**src/hw/bbf_pkg.sv**
```systemverilog
// package for the boot block flash host controller
package bbf_pkg;

	// command codes written to the flash
	localparam logic [7:0] CMD_READ_ARRAY = 8'hFF;
	localparam logic [7:0] CMD_READ_ID = 8'h90;
	localparam logic [7:0] CMD_READ_STATUS = 8'h70;
	localparam logic [7:0] CMD_CLEAR_STATUS = 8'h50;
	localparam logic [7:0] CMD_ERASE_SETUP = 8'h20;
	localparam logic [7:0] CMD_CONFIRM = 8'hD0;
	localparam logic [7:0] CMD_PROG_SETUP = 8'h40;
	localparam logic [7:0] CMD_PROG_SETUP_ALT = 8'h10;
	localparam logic [7:0] CMD_SUSPEND = 8'hB0;

	// block map, word addresses
	localparam logic [16:0] BOT_BOOT_END = 17'h01FFF;
	localparam logic [16:0] BOT_MAIN96_START = 17'h04000;
	localparam logic [16:0] MAIN128_B_START = 17'h10000;
	localparam logic [16:0] TOP_BOOT_START = 17'h1E000;
	localparam logic [16:0] TOP_PARAM_START = 17'h1C000;
	localparam logic [16:0] TOP_MAIN96_END = 17'h1BFFF;
	localparam logic [16:0] ID_ADDR_MFR = 17'h00000;
	localparam logic [16:0] ID_ADDR_DEV = 17'h00001;

	// status bits
	localparam int SR_READY = 7;
	localparam int SR_ERASE_FAIL = 5;
	localparam int SR_PROG_FAIL = 4;

	// software register indices
	localparam logic [3:0] REG_CTRL = 4'h0;
	localparam logic [3:0] REG_ADDR = 4'h1;
	localparam logic [3:0] REG_DATA = 4'h2;
	localparam logic [3:0] REG_STATUS = 4'h3;
	localparam logic [3:0] REG_RDATA = 4'h4;

	// bus timing in cycles of the 5 ns clock
	localparam int CLK_NS = 5;
	localparam int STROBE_NS = 60;
	localparam int ACCESS_NS = 100;
	localparam logic [4:0] STROBE_CYC = 5'((STROBE_NS + CLK_NS - 1) / CLK_NS);
	localparam logic [4:0] ACCESS_CYC = 5'((ACCESS_NS + CLK_NS - 1) / CLK_NS);
	localparam logic [4:0] CNT_ZERO = 5'h00;
	localparam logic [2:0] OP_NONE = 3'h0;

	// operations ordered by software
	typedef enum logic [2:0] {
		BBF_OP_IDLE = 3'h0, BBF_OP_READ = 3'h1, BBF_OP_CMD = 3'h2,
		BBF_OP_PROG = 3'h3, BBF_OP_ERASE = 3'h4, BBF_OP_STAT = 3'h5
	} bbf_op_t;

	// flash pins driven by the host
	typedef struct packed {
		logic ce_n;
		logic oe_n;
		logic we_n;
		logic reset_powerdown_n;
		logic boot_unlock_level;
		logic program_supply_high;
		logic byte_n;
		logic [16:0] addr;
	} bbf_pins_t;

	function automatic logic is_boot(input logic top, input logic [16:0] a);
		is_boot = top ? (a >= TOP_BOOT_START) : (a <= BOT_BOOT_END);
	endfunction

endpackage

```
**src/hw/bbf_host.sv**
```systemverilog
// host controller that drives the boot block flash pins
`timescale 1ns/1ps

module bbf_host (
	// clock and reset
	input wire logic i_mclk,
	input wire logic i_rst,
	// software port
	input wire logic [3:0] i_addr,
	input wire logic [31:0] i_wdata,
	input wire logic i_wr,
	input wire logic i_rd,
	output logic [31:0] o_rdata,
	// flash pins
	output bbf_pkg::bbf_pins_t o_pins,
	input wire logic [15:0] i_dq,
	output logic [15:0] o_dq,
	output logic o_dq_oe
);
	import bbf_pkg::*;

	////////////////////////////////////////////////////////////////////////
	typedef enum logic [2:0] {
		ST_IDLE, ST_SETUP, ST_W1, ST_GAP, ST_W2, ST_RD, ST_DONE
	} bbf_state_t;

	bbf_state_t state_reg;
	bbf_op_t op_reg;
	logic [4:0] cnt_reg;
	logic [16:0] addr_reg;
	logic [15:0] data_reg;
	logic [15:0] rd_reg;
	logic [15:0] dq_s1_reg, dq_s2_reg, dq_s3_reg;
	logic top_reg, byte_reg, vpp_reg, unlock_reg, busy_reg, refused_reg;
	logic [31:0] rdata_reg;
	logic [7:0] cmd1;
	logic boot_hit;

	assign boot_hit = is_boot(top_reg, addr_reg);
	assign o_rdata = rdata_reg;

	////////////////////////////////////////////////////////////////////////
	// data pins pass three flops; the host samples late in the read strobe
	always_ff @(posedge i_mclk) begin
		dq_s1_reg <= i_dq;
		dq_s2_reg <= dq_s1_reg;
		dq_s3_reg <= dq_s2_reg;
	end

	// first write of a pair: setup code, or the single command itself
	always_comb begin
		unique case (op_reg)
			BBF_OP_PROG: cmd1 = CMD_PROG_SETUP;
			BBF_OP_ERASE: cmd1 = CMD_ERASE_SETUP;
			BBF_OP_STAT: cmd1 = CMD_READ_STATUS;
			default: cmd1 = data_reg[7:0];
		endcase
	end

	////////////////////////////////////////////////////////////////////////
	// software registers
	always_ff @(posedge i_mclk) begin
		if (i_rst) begin
			rdata_reg <= 32'h00000000;
		end else if (i_rd) begin
			unique case (i_addr)
				REG_CTRL: rdata_reg <= {25'h0000000, unlock_reg, top_reg,
					byte_reg, vpp_reg, 3'h0};
				REG_ADDR: rdata_reg <= {15'h0000, addr_reg};
				REG_DATA: rdata_reg <= {16'h0000, data_reg};
				REG_STATUS: rdata_reg <= {29'h00000000, refused_reg,
					boot_hit, busy_reg};
				REG_RDATA: rdata_reg <= {16'h0000, rd_reg};
				default: rdata_reg <= 32'h00000000;
			endcase
		end else begin
			rdata_reg <= 32'h00000000;
		end
	end

	always_ff @(posedge i_mclk) begin
		if (i_rst) begin
			top_reg <= 1'b0;
			byte_reg <= 1'b0;
			vpp_reg <= 1'b0;
			unlock_reg <= 1'b0;
			addr_reg <= 17'h00000;
			data_reg <= 16'h0000;
		end else if (i_wr && !busy_reg) begin
			if (i_addr == REG_CTRL) begin
				// unlock kept clear of the op field so any op can carry it
				unlock_reg <= i_wdata[6];
				vpp_reg <= i_wdata[3];
				byte_reg <= i_wdata[4];
				top_reg <= i_wdata[5];
			end
			if (i_addr == REG_ADDR)
				addr_reg <= i_wdata[16:0];
			if (i_addr == REG_DATA)
				data_reg <= i_wdata[15:0];
		end
	end

	////////////////////////////////////////////////////////////////////////
	// operation sequencer; a start while busy is dropped unflagged; refused marks program or erase without supply
	always_ff @(posedge i_mclk) begin
		if (i_rst) begin
			state_reg <= ST_IDLE;
			op_reg <= BBF_OP_IDLE;
			cnt_reg <= CNT_ZERO;
			busy_reg <= 1'b0;
			refused_reg <= 1'b0;
			rd_reg <= 16'h0000;
		end else begin
			if (i_wr && i_addr == REG_STATUS)
				refused_reg <= 1'b0;
			unique case (state_reg)
				ST_IDLE: begin
					if (i_wr && i_addr == REG_CTRL &&
						i_wdata[2:0] != OP_NONE) begin
						op_reg <= bbf_op_t'(i_wdata[2:0]);
						busy_reg <= 1'b1;
						cnt_reg <= STROBE_CYC;
						if ((i_wdata[2:0] == 3'h3 || i_wdata[2:0] == 3'h4)
							&& !i_wdata[3]) begin
							state_reg <= ST_DONE;
							refused_reg <= 1'b1;
						end else if (i_wdata[2:0] == 3'h1) begin
							state_reg <= ST_RD;
							cnt_reg <= ACCESS_CYC;
						end else begin
							state_reg <= ST_W1;
						end
					end
				end
				ST_W1: begin
					cnt_reg <= cnt_reg - 5'h01;
					if (cnt_reg == CNT_ZERO) begin
						cnt_reg <= STROBE_CYC;
						state_reg <= (op_reg == BBF_OP_CMD) ? ST_DONE : ST_GAP;
					end
				end
				ST_GAP: begin
					cnt_reg <= cnt_reg - 5'h01;
					if (cnt_reg == CNT_ZERO) begin
						cnt_reg <= (op_reg == BBF_OP_STAT) ? ACCESS_CYC
							: STROBE_CYC;
						state_reg <= (op_reg == BBF_OP_STAT) ? ST_RD : ST_W2;
					end
				end
				ST_W2: begin
					cnt_reg <= cnt_reg - 5'h01;
					if (cnt_reg == CNT_ZERO)
						state_reg <= ST_DONE;
				end
				ST_RD: begin
					cnt_reg <= cnt_reg - 5'h01;
					if (cnt_reg == CNT_ZERO) begin
						rd_reg <= dq_s3_reg;
						state_reg <= ST_DONE;
					end
				end
				ST_DONE: begin
					busy_reg <= 1'b0;
					op_reg <= BBF_OP_IDLE;
					state_reg <= ST_IDLE;
				end
				default: state_reg <= ST_IDLE;
			endcase
		end
	end

	////////////////////////////////////////////////////////////////////////
	// pin drive; the rising edge of the write strobe latches addr and data
	always_ff @(posedge i_mclk) begin
		if (i_rst) begin
			o_pins <= '{ce_n: 1'b1, oe_n: 1'b1, we_n: 1'b1,
				reset_powerdown_n: 1'b0, boot_unlock_level: 1'b0,
				program_supply_high: 1'b0, byte_n: 1'b1, addr: 17'h00000};
			o_dq <= 16'h0000;
			o_dq_oe <= 1'b0;
		end else begin
			o_pins.reset_powerdown_n <= 1'b1;
			// unlock level stays for the full busy period, boot or not
			o_pins.boot_unlock_level <= unlock_reg;
			o_pins.program_supply_high <= vpp_reg;
			o_pins.byte_n <= !byte_reg;
			o_pins.addr <= addr_reg;
			o_pins.ce_n <= !(state_reg == ST_W1 || state_reg == ST_W2 ||
				state_reg == ST_RD);
			o_pins.oe_n <= !(state_reg == ST_RD);
			// strobe rises a cycle before select and data let go: hold time
			o_pins.we_n <= !((state_reg == ST_W1 || state_reg == ST_W2) &&
				cnt_reg != CNT_ZERO);
			// drive data only while output enable is high
			o_dq_oe <= (state_reg == ST_W1 || state_reg == ST_W2);
			o_dq <= (state_reg == ST_W2) ?
				((op_reg == BBF_OP_ERASE) ? {8'h00, CMD_CONFIRM} : data_reg)
				: {8'h00, cmd1};
		end
	end

	////////////////////////////////////////////////////////////////////////
	bbf_ctl_a: assert property (@(posedge i_mclk) disable iff (i_rst)
		!(o_dq_oe && !o_pins.oe_n))
		else $error("data driven while output enable low");
	rw_excl_a: assert property (@(posedge i_mclk) disable iff (i_rst)
		!(!o_pins.we_n && !o_pins.oe_n))
		else $error("write and output enable together");
	no_vpp_a: assert property (@(posedge i_mclk) disable iff (i_rst)
		(state_reg == ST_W2 && op_reg == BBF_OP_ERASE) |->
		o_pins.program_supply_high)
		else $error("erase confirm without program supply");
	confirm_a: assert property (@(posedge i_mclk) disable iff (i_rst)
		(state_reg == ST_W2 && op_reg == BBF_OP_ERASE) |=> o_dq == 16'h00D0)
		else $error("erase confirm code wrong");
	setup_a: assert property (@(posedge i_mclk) disable iff (i_rst)
		(state_reg == ST_W1 && op_reg == BBF_OP_PROG) |=> o_dq == 16'h0040)
		else $error("program setup code wrong");
	rp_high_a: assert property (@(posedge i_mclk) disable iff (i_rst)
		$past(i_rst) == 1'b0 |-> o_pins.reset_powerdown_n)
		else $error("reset pin low outside reset");
	refuse_a: assert property (@(posedge i_mclk) disable iff (i_rst)
		(state_reg == ST_IDLE && i_wr && i_addr == REG_CTRL &&
		i_wdata[2:0] == 3'h3 && !i_wdata[3]) |=>
		(o_pins.we_n && o_pins.ce_n) [*3])
		else $error("program issued without supply");
	strobe_a: assert property (@(posedge i_mclk) disable iff (i_rst)
		$fell(o_pins.we_n) |-> !o_pins.we_n [*8])
		else $error("write strobe too short");
	strobe_hold_a: assert property (@(posedge i_mclk) disable iff (i_rst)
		$rose(o_pins.we_n) |-> !o_pins.ce_n && o_dq_oe)
		else $error("select or data released with write strobe");
	c_prog_c: cover property (@(posedge i_mclk) state_reg == ST_W2 &&
		op_reg == BBF_OP_PROG);
	c_erase_c: cover property (@(posedge i_mclk) state_reg == ST_W2 &&
		op_reg == BBF_OP_ERASE);
	c_read_c: cover property (@(posedge i_mclk) state_reg == ST_RD);
endmodule

```
**config.mk**
```make
export PLATFORM = sky130hd
export DESIGN_NAME = bbf_host
export DESIGN_NICKNAME = d
export VERILOG_FILES = /design/src/hw/bbf_pkg.sv /design/src/hw/bbf_host.sv
export SDC_FILE = /design/constraint.sdc
export NUM_CORES = 1
export LEC_CHECK = 0
export BUFFER_PORTS_ARGS = -buffer_cell sky130_fd_sc_hd__buf_2
export CELL_PAD_IN_SITES_DETAIL_PLACEMENT = 0
export CELL_PAD_IN_SITES_GLOBAL_PLACEMENT = 1
export CORE_MARGIN = 5
export CORE_UTILIZATION = 30
export DETAILED_ROUTE_END_ITERATION = 10
export PLACE_DENSITY = 0.59
export SYNTH_ARGS = -nofsm -noshare
export SYNTH_HDL_FRONTEND = slang
export SYNTH_SLANG_ARGS = --single-unit
```
**constraint.sdc**
```tcl
create_clock -name i_mclk -period 2.3 [get_ports i_mclk]
set_clock_uncertainty 0.1 [all_clocks]
set_input_delay 0.345 -clock i_mclk [delete_from_list [all_inputs] [get_ports i_mclk]]
set_output_delay 0.345 -clock i_mclk [all_outputs]
set_load 0.01 [all_outputs]
```
## Word level (Yosys, flattened, before mapping)

Index checks and enable logic that the tools add are counted.

- $lt $le $gt $ge: 2
- Bitwise gates (word level): 2
- Mux-type cells: 30
- Equality and inequality tests: 20
- Reductions and logical operators: 32
- Add/subtract/negate cells: 1

Operator list:

| kind | count |
|---|---|
| $pmux 17 s5 | 1 |
| $mux 5 | 6 |
| $mux 3 | 8 |
| $pmux 8 s3 | 1 |
| $mux 21 | 1 |
| $pmux 5 s4 | 1 |
| $eq 3x3->1 const B | 6 |
| $ge 17x17->1 const B | 1 |
| $le 17x13->1 const B | 1 |
| $mux 8 | 2 |
| $eq 3x2->1 const B | 5 |
| $pmux 3 s4 | 1 |
| $reduce_and 2->1 | 6 |
| $eq 4x2->1 const B | 2 |
| $mux 1 | 7 |
| $logic_and 1x1->1 | 6 |
| $logic_not 1->1 | 6 |
| $ne 2x2->1 const B | 3 |
| $pmux 3 s2 | 1 |
| $logic_not 5->1 | 1 |
| $reduce_bool 5->1 | 1 |
| $sub 5x1->5 const B | 1 |
| $eq 4x1->1 const B | 1 |
| $eq 4x3->1 const B | 1 |
| other kinds (13) | 17 |

- Input bits: 56
- Register bits after elaboration: 187
- Output and inout bits: 73
- Word-level logic and storage cells: 114

## Logic depth before layout (Yosys ltp)

- Depth after elaboration: 6
- Gate-level depth with buffers: 8
- Mapped depth without buffers: 6

## Worst setup path after synthesis

Ideal clock, no wire load.

- Path kind: input port to flip-flop
- Start point: input i_addr[2]
- End point: register cnt_reg[3]
- Arrival: 1.891 ns
- Slack: 0.192 ns
- Path buffers: 2
- Setup time: 0.117 ns
- Data required time: 2.083 ns
- Stages: 6
- Cells stage by stage: buf_2 > or4_1 > buf_2 > o31a_1 > or2_1 > a32o_1

- Longest elaborated chain between the ends: 5

Ends and longest elaborated chain:

| what | line | text |
|---|---|---|
| start: declaration | bbf_host.sv:9 | `input wire logic [3:0] i_addr,` |
| $logic_not 4->1 | bbf_host.sv:119 | `if (i_wr && i_addr == REG_CTRL &&` |
| $logic_and 1x1->1 (2 in series) | bbf_host.sv:119 |  |
| $ne 2x2->1 (no line) | - |  |
| $reduce_and 2->1 (no line) | - |  |
| end signal: assignment | bbf_host.sv:137 | `cnt_reg <= cnt_reg - 5'h01;` |
| end signal: assignment | bbf_host.sv:144 | `cnt_reg <= cnt_reg - 5'h01;` |
| end signal: assignment | bbf_host.sv:146 | `cnt_reg <= (op_reg == BBF_OP_STAT) ? ACCESS_CYC` |
| end: declaration | bbf_host.sv:29 | `logic [4:0] cnt_reg;` |

No other way between the ends.
A chain may end at the register's enable or synchronous reset.

## Worst setup path in the final report

- Start point: register cnt_reg[0]
- End point: register cnt_reg[3]

- Longest elaborated chain between the ends: 3
- Elaborated cells between the ends (all ways): 5
- Classes of those cells: add/sub: 1; mux: 3; reduce/logical: 1

Ends and longest elaborated chain:

| what | line | text |
|---|---|---|
| $sub 5x1->5 or $logic_not 5->1 (tied branches) | - |  |
| $mux 5, on equally long branches | bbf_host.sv:145, bbf_host.sv:138 |  |
| $pmux 5 s4 (*) | bbf_host.sv:117 | `unique case (state_reg)` |

Every way passes the cells marked *; elsewhere a longest branch is shown, timed or not.

==> flow_summary.html <==
<table>
<tr><th>Metric</th><th>Value</th></tr>
<tr><th colspan="2">Die</th></tr>
<tr><td>Number of top-level design ports</td><td>129</td></tr>
<tr><td>Cell row count</td><td>50</td></tr>
<tr><td>Placeable core region</td><td>0.0188 mm2</td></tr>
<tr><td>Die Span X</td><td>148 um</td></tr>
<tr><td>Floorplan die area</td><td>0.0220 mm2</td></tr>
<tr><td>Initial core utilization</td><td>30.6%</td></tr>
<tr><td>Die span in y</td><td>148 um</td></tr>
<tr><th colspan="2">Worst setup path</th></tr>
<tr><td>Required time of the critical path</td><td>2.52 ns</td></tr>
<tr><td>Kind of end point of the critical path</td><td>flip-flop</td></tr>
<tr><td>Critical path type</td><td>reg2reg</td></tr>
<tr><td>Max incr delay on CP</td><td>0.70 ns</td></tr>
<tr><td>Arrival @ worst endpoint</td><td>2.27 ns</td></tr>
<tr><td>Maximum fanout along the worst path</td><td>6</td></tr>
<tr><td>Cell-by-cell listing of the critical path</td><td>inv_1, ha_1, or4b_2, nor3_1, nor4_1, a32o_1</td></tr>
<tr><td>CP max stage cell</td><td>sky130_fd_sc_hd__or4b_2</td></tr>
<tr><td>Nature of the critical path startpoint</td><td>flip-flop</td></tr>
<tr><th colspan="2">Routing</th></tr>
<tr><td>Sum of met3 wire segment lengths after detailed routing</td><td>983 um</td></tr>
<tr><td>Uppermost layer routed</td><td>met5</td></tr>
<tr><td>ANT nets after route</td><td>0</td></tr>
<tr><td>Starting DRC count in detailed routing</td><td>353</td></tr>
<tr><td>TritonRoute pass-1 iters</td><td>9</td></tr>
<tr><td>Routed wire length per instance</td><td>15.0 um</td></tr>
<tr><td>Met2 wire length</td><td>6720 um</td></tr>
<tr><td>Routed via count divided by cell count</td><td>4.61</td></tr>
<tr><td>DRC violations left</td><td>0</td></tr>
<tr><td>Via count</td><td>4482</td></tr>
<tr><td>Routed Wire Length</td><td>14600 um</td></tr>
<tr><td>Routed length on met1</td><td>6570 um</td></tr>
<tr><th colspan="2">STA</th></tr>
<tr><td>Fraction of the cycle the final worst path needs</td><td>89.1%</td></tr>
<tr><td>Number of slew-limit violations in the final report</td><td>0</td></tr>
<tr><td>Final setup violating endpoints</td><td>0</td></tr>
<tr><td>Post-layout min period</td><td>2.05 ns</td></tr>
<tr><td>Unrepaired setup endpoints after global routing</td><td>no</td></tr>
<tr><td>Final count of hold timing violations</td><td>0</td></tr>
<tr><td>Transition time of the tightest slew-check pin</td><td>0.552 ns</td></tr>
<tr><td>Sum of negative setup slack</td><td>0 ns</td></tr>
<tr><td>Final worst setup slack</td><td>0.250 ns</td></tr>
<tr><td>Max Clock Freq</td><td>488 MHz</td></tr>
<tr><td>Worst-case headroom to the max-slew limit</td><td>63.2%</td></tr>
<tr><th colspan="2">Clock tree</th></tr>
<tr><td>Post-cts resize count</td><td>0</td></tr>
<tr><td>Post-CTS setup buffers</td><td>0</td></tr>
<tr><td>CTS Hold Buffers Added</td><td>16</td></tr>
<tr><td>Clock latency on the worst-skew pair</td><td>0.43 ns</td></tr>
<tr><td>Max Root-Sink Buffers</td><td>2</td></tr>
<tr><td>CTS Root Cell</td><td>sky130_fd_sc_hd__clkbuf_16</td></tr>
<tr><td>CTS buffer count</td><td>17</td></tr>
<tr><td>Number of H-tree levels</td><td>4</td></tr>
<tr><td>TritonCTS clock tree</td><td>built</td></tr>
<tr><td>Clock slew at the register clock pins of the worst setup and hold paths</td><td>0.07 ns</td></tr>
<tr><td>Sink count of the clock tree</td><td>172</td></tr>
<tr><th colspan="2">Cells and area</th></tr>
<tr><td>Antenna diode instance count</td><td>0</td></tr>
<tr><td>Layout filler cell count</td><td>1961</td></tr>
<tr><td>Fin nets</td><td>782</td></tr>
<tr><td>Number of flip-flops under the largest register name</td><td>24</td></tr>
<tr><td>Area of all placed cells without fillers</td><td>0.00734 mm2</td></tr>
<tr><td>Commonest non-fill, non-tap cells in the layout</td><td>172 x sky130_fd_sc_hd__dfxtp_1, 127 x sky130_fd_sc_hd__nand2_1, 98 x sky130_fd_sc_hd__buf_2</td></tr>
<tr><td>Commonest non-fill, non-tap cell in the layout</td><td>sky130_fd_sc_hd__dfxtp_1</td></tr>
<tr><td>Final design utilization</td><td>39.1%</td></tr>
<tr><td>Fraction of final layout cells with drive strength greater than 1</td><td>22.9%</td></tr>
<tr><td>Area growth, synth to finish</td><td>27.6%</td></tr>
<tr><th colspan="2">Placed design</th></tr>
<tr><td>Worst slack, placed</td><td>0.00191 ns</td></tr>
<tr><td>Global placer's final weighted congestion</td><td>0.794</td></tr>
<tr><td>Standard cell area after detailed placement</td><td>0.00652 mm2</td></tr>
<tr><td>I/O Buffers</td><td>98</td></tr>
<tr><td>Placed wire-length estimate</td><td>10800 um</td></tr>
<tr><th colspan="2">Power</th></tr>
<tr><td>Worst VDD drop</td><td>523 uV</td></tr>
<tr><td>Leakage component of the power</td><td>2.91 nW</td></tr>
<tr><td>Pwr/cell area</td><td>870 mW/mm2</td></tr>
<tr><th colspan="2">Global route</th></tr>
<tr><td>Leftover overflow at the end of global routing</td><td>0</td></tr>
<tr><td>Largest net degree at the start of global routing</td><td>50</td></tr>
<tr><td>Initial antenna violation count</td><td>1</td></tr>
<tr><td>First-pass GRT wire length</td><td>23800 um</td></tr>
<tr><td>Number of global-route vias before repair</td><td>4525</td></tr>
<tr><td>Overall routing resource usage</td><td>13.7%</td></tr>
<tr><th colspan="2">Hold path</th></tr>
<tr><td>Min-Delay Path Class</td><td>in2reg</td></tr>
<tr><th colspan="2">Logic synthesis</th></tr>
<tr><td>Synth warnings</td><td>0</td></tr>
<tr><td>Share of async-settable or async-resettable flops after synthesis</td><td>0%</td></tr>
<tr><td>Count of different cell masters after synthesis</td><td>49</td></tr>
<tr><td>Flip-flop and latch count after synthesis</td><td>172</td></tr>
<tr><td>EDFF count, synth</td><td>0</td></tr>
<tr><td>Netlist Area Pre-Place</td><td>0.00575 mm2</td></tr>
<tr><td>Synthesized area per cell</td><td>9.50 um2</td></tr>
<tr><td>Number of instances in the synthesized netlist</td><td>605</td></tr>
<tr><td>Sequential fraction of the synthesis area</td><td>59.9%</td></tr>
<tr><td>Most common flop cell mapped by yosys</td><td>sky130_fd_sc_hd__dfxtp_1</td></tr>
<tr><th colspan="2">Run status</th></tr>
<tr><td>Outcome</td><td>completed</td></tr>
<tr><th colspan="2">Run</th></tr>
<tr><td>Number of max-capacitance violations reported</td><td>0</td></tr>
</table>
-- final timing paths --
kind                                     from            end  slack (ns)  cells past startpoint
worst max-delay path               cnt_reg[0]     cnt_reg[3]        0.25                      6
worst min-delay path              i_wdata[15]   data_reg[15]        0.07                      3
worst max register to register     cnt_reg[0]     cnt_reg[3]        0.25                      6
worst min register to register  dq_s2_reg[14]  dq_s3_reg[14]        0.23                      0
-- per-layer routing --
layer | track usage, % | up-vias
li1 | - | 2277
met3 | 3.99 | 24
met1 | 17.8 | 2035
met2 | 21.6 | 144
met4 | 5.22 | 2
met5 | 0 | -
-- metrics by stage --
step	cells	power (W)	hold WS, ns
6_report	972	0.00638	0.0731
5_1_grt	972	0.00664	0.0663
3_3_place_gp	924	0.00339	0.211
4_1_cts	972	0.00649	0.0462
3_5_place_dp	924	0.00339	0.212
2_1_floorplan	619	0.00330	0.210
-- cell usage after synthesis, types with 2 or more instances --
| cell | count | area share [%] |
|---|---|---|
| sky130_fd_sc_hd__nand2b_1 | 9 | 0.98 |
| sky130_fd_sc_hd__a2111oi_0 | 4 | 0.61 |
| sky130_fd_sc_hd__nor4_2 | 2 | 0.44 |
| sky130_fd_sc_hd__nor3_1 | 8 | 0.70 |
| sky130_fd_sc_hd__a211oi_1 | 2 | 0.26 |
| sky130_fd_sc_hd__dfxtp_1 | 172 | 60 |
| sky130_fd_sc_hd__nor2b_1 | 25 | 2.7 |
| sky130_fd_sc_hd__inv_1 | 5 | 0.33 |
| sky130_fd_sc_hd__buf_4 | 15 | 2.0 |
| sky130_fd_sc_hd__nor4_1 | 6 | 0.65 |
| sky130_fd_sc_hd__o21ai_0 | 8 | 0.70 |
| sky130_fd_sc_hd__a21oi_1 | 76 | 6.6 |
| sky130_fd_sc_hd__and2_1 | 14 | 1.5 |
| sky130_fd_sc_hd__nand3_1 | 9 | 0.78 |
| sky130_fd_sc_hd__o31a_1 | 3 | 0.46 |
| sky130_fd_sc_hd__nor3b_1 | 4 | 0.52 |
| sky130_fd_sc_hd__nor4b_2 | 4 | 1.0 |
| sky130_fd_sc_hd__buf_2 | 6 | 0.52 |
| sky130_fd_sc_hd__a222oi_1 | 16 | 2.8 |
| sky130_fd_sc_hd__clkbuf_1 | 33 | 2.2 |
| sky130_fd_sc_hd__or4_1 | 3 | 0.39 |
| sky130_fd_sc_hd__and3_1 | 2 | 0.22 |
| sky130_fd_sc_hd__nor2_1 | 25 | 1.6 |
| sky130_fd_sc_hd__o31ai_1 | 2 | 0.26 |
| sky130_fd_sc_hd__or2_2 | 2 | 0.22 |
| sky130_fd_sc_hd__nand2_1 | 127 | 8.3 |
-- area by class of cell --
| type | instances | area (um2) | area share, % |
|---|---|---|---|
| clock inverter | 15 | 235 | 3.20 |
| clock buffer | 17 | 425 | 5.80 |
| timing repair buffer | 142 | 861 | 11.7 |
| multi-input combinational | 387 | 2060 | 28.1 |
| sequential | 172 | 3440 | 46.9 |
| inverter | 5 | 18.8 | 0.256 |
| tap | 234 | 293 | 3.99 |
-- worst max-delay path: cells and delay by family, from the launching register on --
family / cells / cell delay [ns]
simple gates: 3 / 1.02
fa+ha+maj: 1 / 0.19
compound gates: 1 / 0.22
flops: 1 / 0.33
buf+inv: 1 / 0.08
-- kinds of logic after synthesis --
logic type      Yosys count  synth area share, %
other cells               1               0.0652
buf+inv                  60                 5.16
flops                   172                 59.9
xor+xnor                  2                0.305
mux                       1                0.174
simple gates            250                 21.6
compound gates          118                 12.6
fa+ha+maj                 1                0.218
-- where the power goes --
| part | internal [W] | switching, W | leakage, nW |
|---|---|---|---|
| logic | 0.000110 | 0.000157 | 1.19 |
| clock network | 0.00162 | 0.00142 | 0.315 |
| registers | 0.00304 | 0.0000330 | 1.41 |
(Power assumes the default switching activity.)
